## config.mk

```make
export PLATFORM = sky130hd
export DESIGN_NAME = tos_scheduler
export DESIGN_NICKNAME = d
export VERILOG_FILES = /design/src/tos_pkg.sv /design/src/tos_queue.sv /design/src/tos_scheduler.sv
export SDC_FILE = /design/constraint.sdc
export NUM_CORES = 1
export LEC_CHECK = 0
export ABC_AREA = 1
export BUFFER_PORTS_ARGS = -buffer_cell sky130_fd_sc_hd__buf_2
export CAP_MARGIN = 10
export CELL_PAD_IN_SITES_DETAIL_PLACEMENT = 0
export CELL_PAD_IN_SITES_GLOBAL_PLACEMENT = 2
export CORE_ASPECT_RATIO = 1.2
export CORE_MARGIN = 5
export CORE_UTILIZATION = 47
export CTS_CLUSTER_SIZE = 20
export DETAILED_ROUTE_END_ITERATION = 10
export PLACE_DENSITY_LB_ADDON = 0.12
export SYNTH_ARGS = -nofsm -noshare
export SYNTH_HDL_FRONTEND = slang
export SYNTH_HIERARCHICAL = 1
export SYNTH_SLANG_ARGS = --single-unit
```

## constraint.sdc

```tcl
create_clock -name sys_clk -period 10.6 [get_ports sys_clk]
set_clock_uncertainty 0.2 [all_clocks]
set_input_delay 2.12 -clock sys_clk [delete_from_list [all_inputs] [get_ports sys_clk]]
set_output_delay 2.12 -clock sys_clk [all_outputs]
set_load 0.03 [all_outputs]
```

## src/tos_pkg.sv

```systemverilog
// tos_pkg: constants shared by the timed output scheduler files
// assumes one 250 MHz clock and entry-serial writes of the output image
package tos_pkg;
    // fixed process image lengths in bytes
    localparam logic [7:0] IN_LEN_RESET = 8'h04;
    localparam logic [7:0] OUT_LEN_SHORT = 8'h14;
    localparam logic [7:0] OUT_LEN_LONG = 8'h3c;
    // entry layout: state byte, sequence byte, 16-bit microsecond time
    localparam int ENTRY_WIDTH = 32;
    localparam int STATE_POS = 24;
    localparam int SEQ_POS = 16;
    localparam int TIME_POS = 0;
    // state byte fields
    localparam int LVL0_BIT = 7;
    localparam int LVL1_BIT = 6;
    localparam int EN0_BIT = 5;
    localparam int EN1_BIT = 4;
    // sequence byte fields
    localparam int SEQ_LAST_BIT = 6;
    localparam logic [7:0] SEQ_DUE_MARK = 8'h80;
    // queue depth and count width
    localparam int QUEUE_DEPTH = 32;
    localparam int COUNT_WIDTH = 6;
    // queue status fields
    localparam int QST_FULL_BIT = 0;
    localparam int QST_RUN_BIT = 1;
    localparam int QST_END_BIT = 7;
    // reset values of the status bytes
    localparam logic [7:0] LAST_SEQ_RESET = 8'h00;
    localparam logic [7:0] NEXT_SEQ_RESET = 8'h80;
    localparam logic [7:0] QSTAT_RESET = 8'h00;
endpackage

```

## src/tos_queue.sv

```systemverilog
// tos_queue: first-in first-out store for schedule entries
// assumes a single clock; the reader pops only while out_valid is high
`timescale 1ns/100ps
`default_nettype none
module tos_queue #(
    parameter int WIDTH = 32,
    parameter int DEPTH = 32,
    parameter int CW = 6
) (
    input wire logic sys_clk,
    input wire logic rst,
    input wire logic in_valid,
    output logic in_ready,
    input wire logic [WIDTH-1:0] in_data,
    output logic out_valid,
    input wire logic out_ready,
    output logic [WIDTH-1:0] out_data,
    output logic [CW-1:0] count
);
    localparam int AW = $clog2(DEPTH);
    localparam logic [CW-1:0] FULL_CNT = CW'(DEPTH);

    logic [WIDTH-1:0] mem [DEPTH]; // entry storage
    logic [AW-1:0] wr_q; // write pointer
    logic [AW-1:0] rd_q; // read pointer
    logic [CW-1:0] cnt_q; // entries held
    wire push = in_valid && in_ready;
    wire pop = out_valid && out_ready;

    assign in_ready = (cnt_q != FULL_CNT);
    assign out_valid = (cnt_q != '0);
    // an empty queue shows an all-zero head, never stale data
    assign out_data = out_valid ? mem[rd_q] : '0;
    assign count = cnt_q;

    // storage write; popped slots are not cleared, the mux above hides them
    always_ff @(posedge sys_clk) begin
        if (push) begin
            mem[wr_q] <= in_data;
        end
    end

    // pointers and fill level
    always_ff @(posedge sys_clk) begin
        if (rst) begin
            wr_q <= '0;
            rd_q <= '0;
            cnt_q <= '0;
        end else begin
            if (push) begin
                wr_q <= wr_q + 1'b1;
            end
            if (pop) begin
                rd_q <= rd_q + 1'b1;
            end
            // push and pop together leave the level unchanged
            if (push && !pop) begin
                cnt_q <= cnt_q + 1'b1;
            end else if (pop && !push) begin
                cnt_q <= cnt_q - 1'b1;
            end
        end
    end
endmodule // tos_queue
`default_nettype wire

```

## src/tos_scheduler.sv

```systemverilog
// tos_scheduler: time-stamped two-channel output scheduler
// assumes entries arrive one per cycle from the output image port and
// the head module's microsecond ticker is synchronous to sys_clk
`timescale 1ns/100ps
`default_nettype none
module tos_scheduler #(
    parameter bit WIDE_VARIANT = 1'b0
) (
    input wire logic sys_clk,
    input wire logic rst,
    input wire logic entry_wr_valid,
    input wire logic [7:0] entry_wr_state,
    input wire logic [7:0] entry_wr_seq,
    input wire logic [15:0] entry_wr_time,
    output logic entry_wr_ready,
    input wire logic [15:0] us_ticker,
    output logic [1:0] out_level,
    output logic [1:0] out_enable,
    output logic [1:0] out_pin,
    output logic [7:0] last_accepted_sequence,
    output logic [7:0] next_due_sequence,
    output logic [7:0] queue_status,
    output logic [7:0] queued_entry_count,
    output logic [7:0] input_image_length,
    output logic [7:0] output_image_length
);
    // fixed length variant, chosen at build time
    localparam logic [7:0] OUT_LEN =
        WIDE_VARIANT ? tos_pkg::OUT_LEN_LONG : tos_pkg::OUT_LEN_SHORT;

    // field extraction, used on the head side only
    function automatic logic [7:0] f_state(input logic [31:0] e);
        f_state = e[tos_pkg::STATE_POS +: 8];
    endfunction
    function automatic logic [7:0] f_seq(input logic [31:0] e);
        f_seq = e[tos_pkg::SEQ_POS +: 8];
    endfunction
    function automatic logic [15:0] f_time(input logic [31:0] e);
        f_time = e[tos_pkg::TIME_POS +: 16];
    endfunction

    // queue side signals
    logic head_valid; // an entry is pending
    logic [31:0] head_data; // oldest pending entry, zero when empty
    logic [5:0] qcount; // entries pending
    logic q_ready; // room for one more entry
    logic head_pop; // head leaves the queue this cycle

    // registered state
    logic [7:0] state_q; // applied state byte
    logic [7:0] last_seq_q; // last accepted sequence byte
    // sequence bytes mirrored beside the queue, so the entry behind the
    // head is known in the cycle the head leaves
    logic [7:0] seq_mem [tos_pkg::QUEUE_DEPTH]; // mirrored sequence bytes
    logic [4:0] seq_wr_q; // mirror write pointer
    logic [4:0] seq_rd_q; // mirror read pointer, tracks the queue head
    wire [4:0] seq_rd_nx = seq_rd_q + 5'h01; // slot behind the head
    logic [7:0] next_seq_q;
    logic [7:0] qstat_q;
    logic [7:0] qcnt_q;
    logic rdy_q;
    logic [7:0] state_d;
    logic [7:0] next_seq_d;
    logic [7:0] qstat_d;

    // entry packed as state, sequence, time
    wire [31:0] wr_entry = {entry_wr_state, entry_wr_seq, entry_wr_time};
    // accept uses the registered ready the controller sees
    wire accept = entry_wr_valid && rdy_q;

    // queue of 32 entries keeps order and hides empty slots as zero
    tos_queue #(
        .WIDTH(tos_pkg::ENTRY_WIDTH),
        .DEPTH(tos_pkg::QUEUE_DEPTH),
        .CW(tos_pkg::COUNT_WIDTH)
    ) u_queue (
        .sys_clk(sys_clk),
        .rst(rst),
        .in_valid(accept),
        .in_ready(q_ready),
        .in_data(wr_entry),
        .out_valid(head_valid),
        .out_ready(head_pop),
        .out_data(head_data),
        .count(qcount)
    );

    // wrap-safe "ticker has reached due time": difference below half range
    wire [15:0] since_due = us_ticker - f_time(head_data);
    wire head_due = head_valid && !since_due[15];
    // only the head may run, so entries issue strictly in order
    assign head_pop = head_due;

    // ready one cycle ahead: a write in flight may take the last slot
    wire rdy_d = (qcount < 6'(tos_pkg::QUEUE_DEPTH - 1)) ||
        (qcount == 6'(tos_pkg::QUEUE_DEPTH - 1) && !accept) ||
        head_pop;

    // applied state: take the due head's level and enable bits
    assign state_d = head_due ? f_state(head_data) : state_q;

    // entry that becomes the head once the current head leaves
    wire [7:0] behind_seq = (qcount > 6'h01) ? seq_mem[seq_rd_nx] :
        accept ? entry_wr_seq : 8'(f_seq(head_data) + 8'h01);

    // next due: pending head marked; once empty, the one after the last
    // run; a write into an empty queue shows at once
    assign next_seq_d = head_due ? (behind_seq | tos_pkg::SEQ_DUE_MARK) :
        head_valid ? (f_seq(head_data) | tos_pkg::SEQ_DUE_MARK) :
        accept ? (entry_wr_seq | tos_pkg::SEQ_DUE_MARK) :
        next_seq_q;

    // queue status: batch end seen, running, full
    always_comb begin
        qstat_d = qstat_q;
        // a new batch starting clears the end mark, unless it ends itself
        if (accept) begin
            qstat_d[tos_pkg::QST_END_BIT] = entry_wr_seq[tos_pkg::SEQ_LAST_BIT];
        end
        // running: some entry has been issued, whatever its enables; never cleared
        if (head_due) begin
            qstat_d[tos_pkg::QST_RUN_BIT] = 1'b1;
        end
        qstat_d[tos_pkg::QST_FULL_BIT] = !q_ready;
    end

    // output state and its pin drive
    always_ff @(posedge sys_clk) begin
        if (rst) begin
            state_q <= '0;
            out_level <= '0;
            out_enable <= '0;
            out_pin <= '0;
        end else begin
            state_q <= state_d;
            out_level <= {state_d[tos_pkg::LVL1_BIT],
                state_d[tos_pkg::LVL0_BIT]};
            out_enable <= {state_d[tos_pkg::EN1_BIT],
                state_d[tos_pkg::EN0_BIT]};
            // a channel drives only once enabled by some entry
            out_pin[0] <= state_d[tos_pkg::LVL0_BIT] &
                state_d[tos_pkg::EN0_BIT];
            out_pin[1] <= state_d[tos_pkg::LVL1_BIT] &
                state_d[tos_pkg::EN1_BIT];
        end
    end

    // mirror storage write, same slot order as the queue
    always_ff @(posedge sys_clk) begin
        if (accept) begin
            seq_mem[seq_wr_q] <= entry_wr_seq;
        end
    end

    // sequence bookkeeping
    always_ff @(posedge sys_clk) begin
        if (rst) begin
            last_seq_q <= tos_pkg::LAST_SEQ_RESET;
            seq_wr_q <= '0;
            seq_rd_q <= '0;
            next_seq_q <= tos_pkg::NEXT_SEQ_RESET;
        end else begin
            if (accept) begin
                last_seq_q <= entry_wr_seq;
                seq_wr_q <= seq_wr_q + 5'h01;
            end
            // mirror head follows the queue head, one step per run
            if (head_pop) begin
                seq_rd_q <= seq_rd_q + 5'h01;
            end
            next_seq_q <= next_seq_d;
        end
    end

    // status, count and ready registers
    always_ff @(posedge sys_clk) begin
        if (rst) begin
            qstat_q <= tos_pkg::QSTAT_RESET;
            qcnt_q <= '0;
            rdy_q <= 1'b0;
        end else begin
            qstat_q <= qstat_d;
            // count follows the queue, dropping as each entry runs
            qcnt_q <= 8'(qcount) + 8'(accept) - 8'(head_pop);
            rdy_q <= rdy_d;
        end
    end

    // fixed length parameters, not writable by the controller
    always_ff @(posedge sys_clk) begin
        if (rst) begin
            input_image_length <= tos_pkg::IN_LEN_RESET;
            output_image_length <= OUT_LEN;
        end else begin
            input_image_length <= tos_pkg::IN_LEN_RESET;
            output_image_length <= OUT_LEN;
        end
    end

    // status bytes of the input image come straight from flops
    assign last_accepted_sequence = last_seq_q;
    assign next_due_sequence = next_seq_q;
    assign queue_status = qstat_q;
    assign queued_entry_count = qcnt_q;
    assign entry_wr_ready = rdy_q;
endmodule // tos_scheduler
`default_nettype wire

```

* After elaboration in Yosys (flattened, before gate mapping)
Memory sizes are Yosys's and may differ from the RTL's. A register that Yosys moved wholly into a read port is not among the register bits.
Index checks and enable logic that the tools add are counted.
** Word-level totals
- Register bits :: 67
- Bits in writable memories :: 1280
- Input bits :: 51
- Output and inout port bits :: 55
- Word-level logic and storage cells :: 67
- Memories kept :: 2
** Cells by class
- $add $sub $neg :: 10
- Magnitude comparators :: 2
- Equal/unequal tests :: 2
- Muxes and demuxes :: 15
- Bitwise operators :: 2
- Reductions and logical operators :: 17
** Memory list
- u_queue.mem :: depth 32, width 32, read ports 1, clocked after memory_dff 1, write ports 1, line tos_queue.sv:23 : logic [WIDTH-1:0] mem [DEPTH];
- seq_mem :: depth 32, width 8, read ports 1, clocked after memory_dff 0, write ports 1, line tos_scheduler.sv:54 : logic [7:0] seq_mem [tos_pkg::QUEUE_DEPTH];
** Operator list (number)
- 7-bit two-way mux :: 5
- 32-bit two-way mux :: 1
- 5-bit by 1-bit adder with 5-bit output (second input constant) :: 4
- 16-bit subtractor :: 1
- 6-bit two-way mux :: 2
- 5-bit two-way mux :: 2
- 8-bit two-way mux :: 1
- 7-bit by 1-bit subtractor with 8-bit output :: 1
- 6-bit by 1-bit adder with 7-bit output :: 1
- 7-bit by 1-bit adder with 7-bit output (second input constant) :: 1
- 1-bit logical AND :: 7
- 6-bit by 1-bit adder with 6-bit output (second input constant) :: 1
- 6-bit by 5-bit == test with 1-bit output (second input constant) :: 1
- 6-bit by 1-bit greater-than comparator with 1-bit output (second input constant) :: 1
- 6-bit by 5-bit less-than comparator with 1-bit output (second input constant) :: 1
- 6-bit inequality test (second input constant) :: 1
- 6-bit nonzero test :: 1
- 6-bit by 1-bit subtractor with 6-bit output (second input constant) :: 1
- 1-bit zero test :: 5
- 1-bit two-way mux :: 4
- 3-bit nonzero test :: 1
- 1-bit bitwise AND :: 2
- 1-bit logical OR :: 2
- 2-bit nonzero test :: 1

* Depth between registers and ports, before layout
- Depth in word-level cells :: 9
- Depth in mapped cells :: 40
- Mapped depth without buffers :: 36

* Hierarchy
Netlist, hierarchy kept.
** Modules (own cells, without submodules)
- tos_queue :: instances 1, cells each 3652, area an instance 42816.1 µm², sequential area each 31169.9 µm²
- tos_scheduler :: instances 1, cells each 1283, area an instance 12298.0 µm², sequential area each 7567.3 µm²

* Worst setup path after synthesis
OpenSTA, ideal clock, no wires.
- Path kind :: input to register
- From :: input entry_wr_valid
- To :: memory u_queue.mem[0][0] (enable)
- Setup time :: 461 ps
- Arrival time :: 5156 ps
- Required time :: 9939 ps
- Slack :: 4783 ps
- Cell stages on the path :: 6
- Cells stage by stage :: nand2_1 inv_1 clkbuf_1 nand2_1 clkbuf_1 nor3_1
** Between the ends
- Word-level cells in the longest chain between the ends :: 4
** Ends and longest elaborated chain
- from (decl) :: line tos_scheduler.sv:11 : input wire logic entry_wr_valid,
- 1-bit logical AND :: line tos_scheduler.sv:69 : wire accept = entry_wr_valid && rdy_q;
- via accept :: line tos_scheduler.sv:69
- 1-bit logical AND :: line tos_queue.sv:27 : wire push = in_valid && in_ready;
- 1-bit two-way mux :: line tos_queue.sv:38 : if (push) begin
- 1-bit two-way mux (implied by the code) :: line tos_queue.sv:39 : mem[wr_q] <= in_data;
- to (decl) :: line tos_queue.sv:23
The timed path passes the listed nets, and every way through them passes these cells.

==> flow_metrics.env <==
export IMPL_place_congestion=0.762
export IMPL_core_um2=103000
export IMPL_cp_common_cell="nand2_1"
export IMPL_cp_data_arrival_time_ns=7.05
export IMPL_syn_area_per_cell_um2=11.0
export IMPL_hp_class="flip-flop to flip-flop"
export IMPL_crit_type="flip-flop to flip-flop"
export IMPL_period_needed_ns=6.66
export IMPL_final_setup_viol_count=0
export IMPL_root_buffer="clkbuf_16"
export IMPL_dp_cells=5674
export IMPL_clock_sinks=1151
export IMPL_die_h_um=363
export IMPL_slowest_delay_ns=0.87
export IMPL_worst_path_max_delay_cell="buf_4"
export IMPL_ios=106
export IMPL_gr_total_overflow=0
export IMPL_portBuffers=79
export IMPL_required_ns=10.99
export IMPL_drv_cap=0
export IMPL_clock_latency_ns=0.71
export IMPL_placementRows=129
export IMPL_drt_antenna_violating_nets=0
export IMPL_grt_pass1_wl_um=195000
export IMPL_status="completed"
export IMPL_cts_resized_gates=0
export IMPL_p_leak_uw=0.0202
export IMPL_min_delay_start="queue_status[1]$_SDFFE_PP0N_"
export IMPL_nets=4513
export IMPL_holdBufCountCts=0
export IMPL_tns_ns=0
export IMPL_ir_worst_vdd_mv=0.153
export IMPL_cp_start_kind="flip-flop"
export IMPL_worstPathMaxFanout=132
export IMPL_hold_end="queue_status[1]$_SDFFE_PP0N_"
export IMPL_drt_total_wl_um=133000
export IMPL_worst_pin_slew_ns=1.15
export IMPL_layout_cells_non_filler=5891
export IMPL_clkSlewWorstSetupHoldPaths_ns=0.06
export IMPL_post_cts_buffers=0
export IMPL_r2r_end="u_queue/count[3]$_SDFFE_PP0P_"
export IMPL_die_area_um2=111000
export IMPL_drive_gt1_share_pct=8.75
export IMPL_cts_buffer_depth=3
export IMPL_powerDensity_nw_per_um2=239
export IMPL_period_share_pct=62.8
export IMPL_reg2reg_depth=30
export IMPL_avgViaCountPerCell=5.30
export IMPL_antenna_found_initial=7
export IMPL_maxSlewViolCount=0
export IMPL_rrSetupSlack_ns=3.94
export IMPL_rsz0062_at_grt="no"
export IMPL_netlist_instances=4431
export IMPL_max_clock_freq_ghz=0.150
export IMPL_first_global_vias=29462
export IMPL_relSlewSlack_pct=22.7
export IMPL_via_count=31207
export IMPL_grt_total_usage_pct=23.5
export IMPL_die_w_um=304
export IMPL_drtPass1Iterations=5
export IMPL_areaGrowthSynthToFinish_pct=10.2
export IMPL_hold_violations=0
export IMPL_hold_depth=2
export IMPL_dpl_hpwl_um=70000
export IMPL_grt_max_degree=180
export IMPL_drtIter0Drc=2177
export IMPL_cts_buffers=116
export IMPL_final_fill_count=9126
export IMPL_h_tree_depth=3
export IMPL_ys_warnings_count=6
export IMPL_start_util_pct=47.4
export IMPL_crit_path_end_kind="flip-flop"
export IMPL_cts_tree="yes"
export IMPL_syn_area_um2=48900
export IMPL_wl_per_cell_um=22.5
export IMPL_drcViolationCount=0
-- final cells by class --
class / instances / area, um^2 / share of cell area, %
Clock buffer: 148 / 3070 / 5.71
Multi-Input combinational cell: 2831 / 12700 / 23.5
Timing Repair Buffer: 156 / 1020 / 1.90
Clock inverter: 68 / 768 / 1.43
Inverter: 161 / 628 / 1.17
Sequential cell: 1151 / 34000 / 63.1
Antenna cell: 1 / 2.50 / 0.00465
Tap cell: 1375 / 1720 / 3.20
-- how the worst max path moves through the flow --
stage	cells past startpoint	slack, ns	end
2_1_floorplan	6	5.13	u_queue/mem[0][0]$_DFFE_PP_
3_3_place_gp	30	4.01	u_queue/count[3]$_SDFFE_PP0P_
3_5_place_dp	34	4.01	queued_entry_count[6]$_SDFF_PP0_
4_1_cts	34	3.99	queued_entry_count[6]$_SDFF_PP0_
5_1_grt	34	3.41	queued_entry_count[6]$_SDFF_PP0_
6_report	30	3.94	u_queue/count[3]$_SDFFE_PP0P_
-- report_power, final --
group          internal (uW)  switching (uW)
logic                   1000            2550
registers               5070             103
clock network           2400            1730
-- registers in the layout (all words and copies together), names as in the netlist, 5 cells and up, named ones only --
register and cells:
last_accepted_sequence 8, seq_wr_q 5, next_due_sequence 7, u_queue/wr_q 5, seq_rd_q 5, seq_mem 224
u_queue/mem 864, u_queue/count 6, queued_entry_count 8, u_queue/rd_q 5
-- worst max-delay path, delay by kind of cell (launching register included) --
family | cells | cell delay (ns)
AND/OR/NAND/NOR | 19 | 2.74
buffers and inverters | 5 | 1.64
adder cells (fa/ha/maj) | 3 | 0.92
flip-flops | 1 | 0.41
AO/OA/AOI/OAI | 2 | 0.34
XOR/XNOR | 1 | 0.08
-- layout by cell type, fill, tap and decap left out, types with 5 or more instances in the layout --
| master | instances |
|---|---|
| nor3_2 | 32 |
| o21ai_0 | 89 |
| clkinvlp_4 | 5 |
| nand2_1 | 1531 |
| nor3_1 | 8 |
| edfxtp_1 | 1088 |
| xor2_1 | 5 |
| ha_1 | 42 |
| conb_1 | 22 |
| inv_1 | 151 |
| dfxtp_1 | 57 |
| nand3_1 | 770 |
| nand3_2 | 11 |
| buf_4 | 73 |
| dfxtp_4 | 5 |
| clkinv_2 | 29 |
| a21oi_1 | 70 |
| clkinv_1 | 17 |
| clkbuf_1 | 28 |
| clkbuf_16 | 117 |
| nor2_1 | 215 |
| buf_2 | 79 |
| bufinv_16 | 14 |
| xnor2_1 | 6 |
| o21ai_1 | 7 |
-- metrics by stage --
step	setup slack, ns	hold slack (ns)	total power [uW]	utilization, %	area, um^2
floorplan	5.13	0.259	7900	-	48900
global placement	4.01	0.251	8850	48.5	50000
detailed placement	4.01	0.267	8850	48.5	50000
CTS	3.99	0.282	13000	52.2	53800
global route	3.41	0.304	13600	52.2	53800
finish	3.94	0.280	12800	52.2	53800
-- routing by layer --
metal	routed length (um)	vias to the layer above	GRT usage, %
li1	-	15059	-
met1	56100	15278	31.0
met2	67600	695	41.7
met3	5880	173	2.76
met4	2940	2	6.06
met5	20	-	0
(Power assumes the default switching activity.)
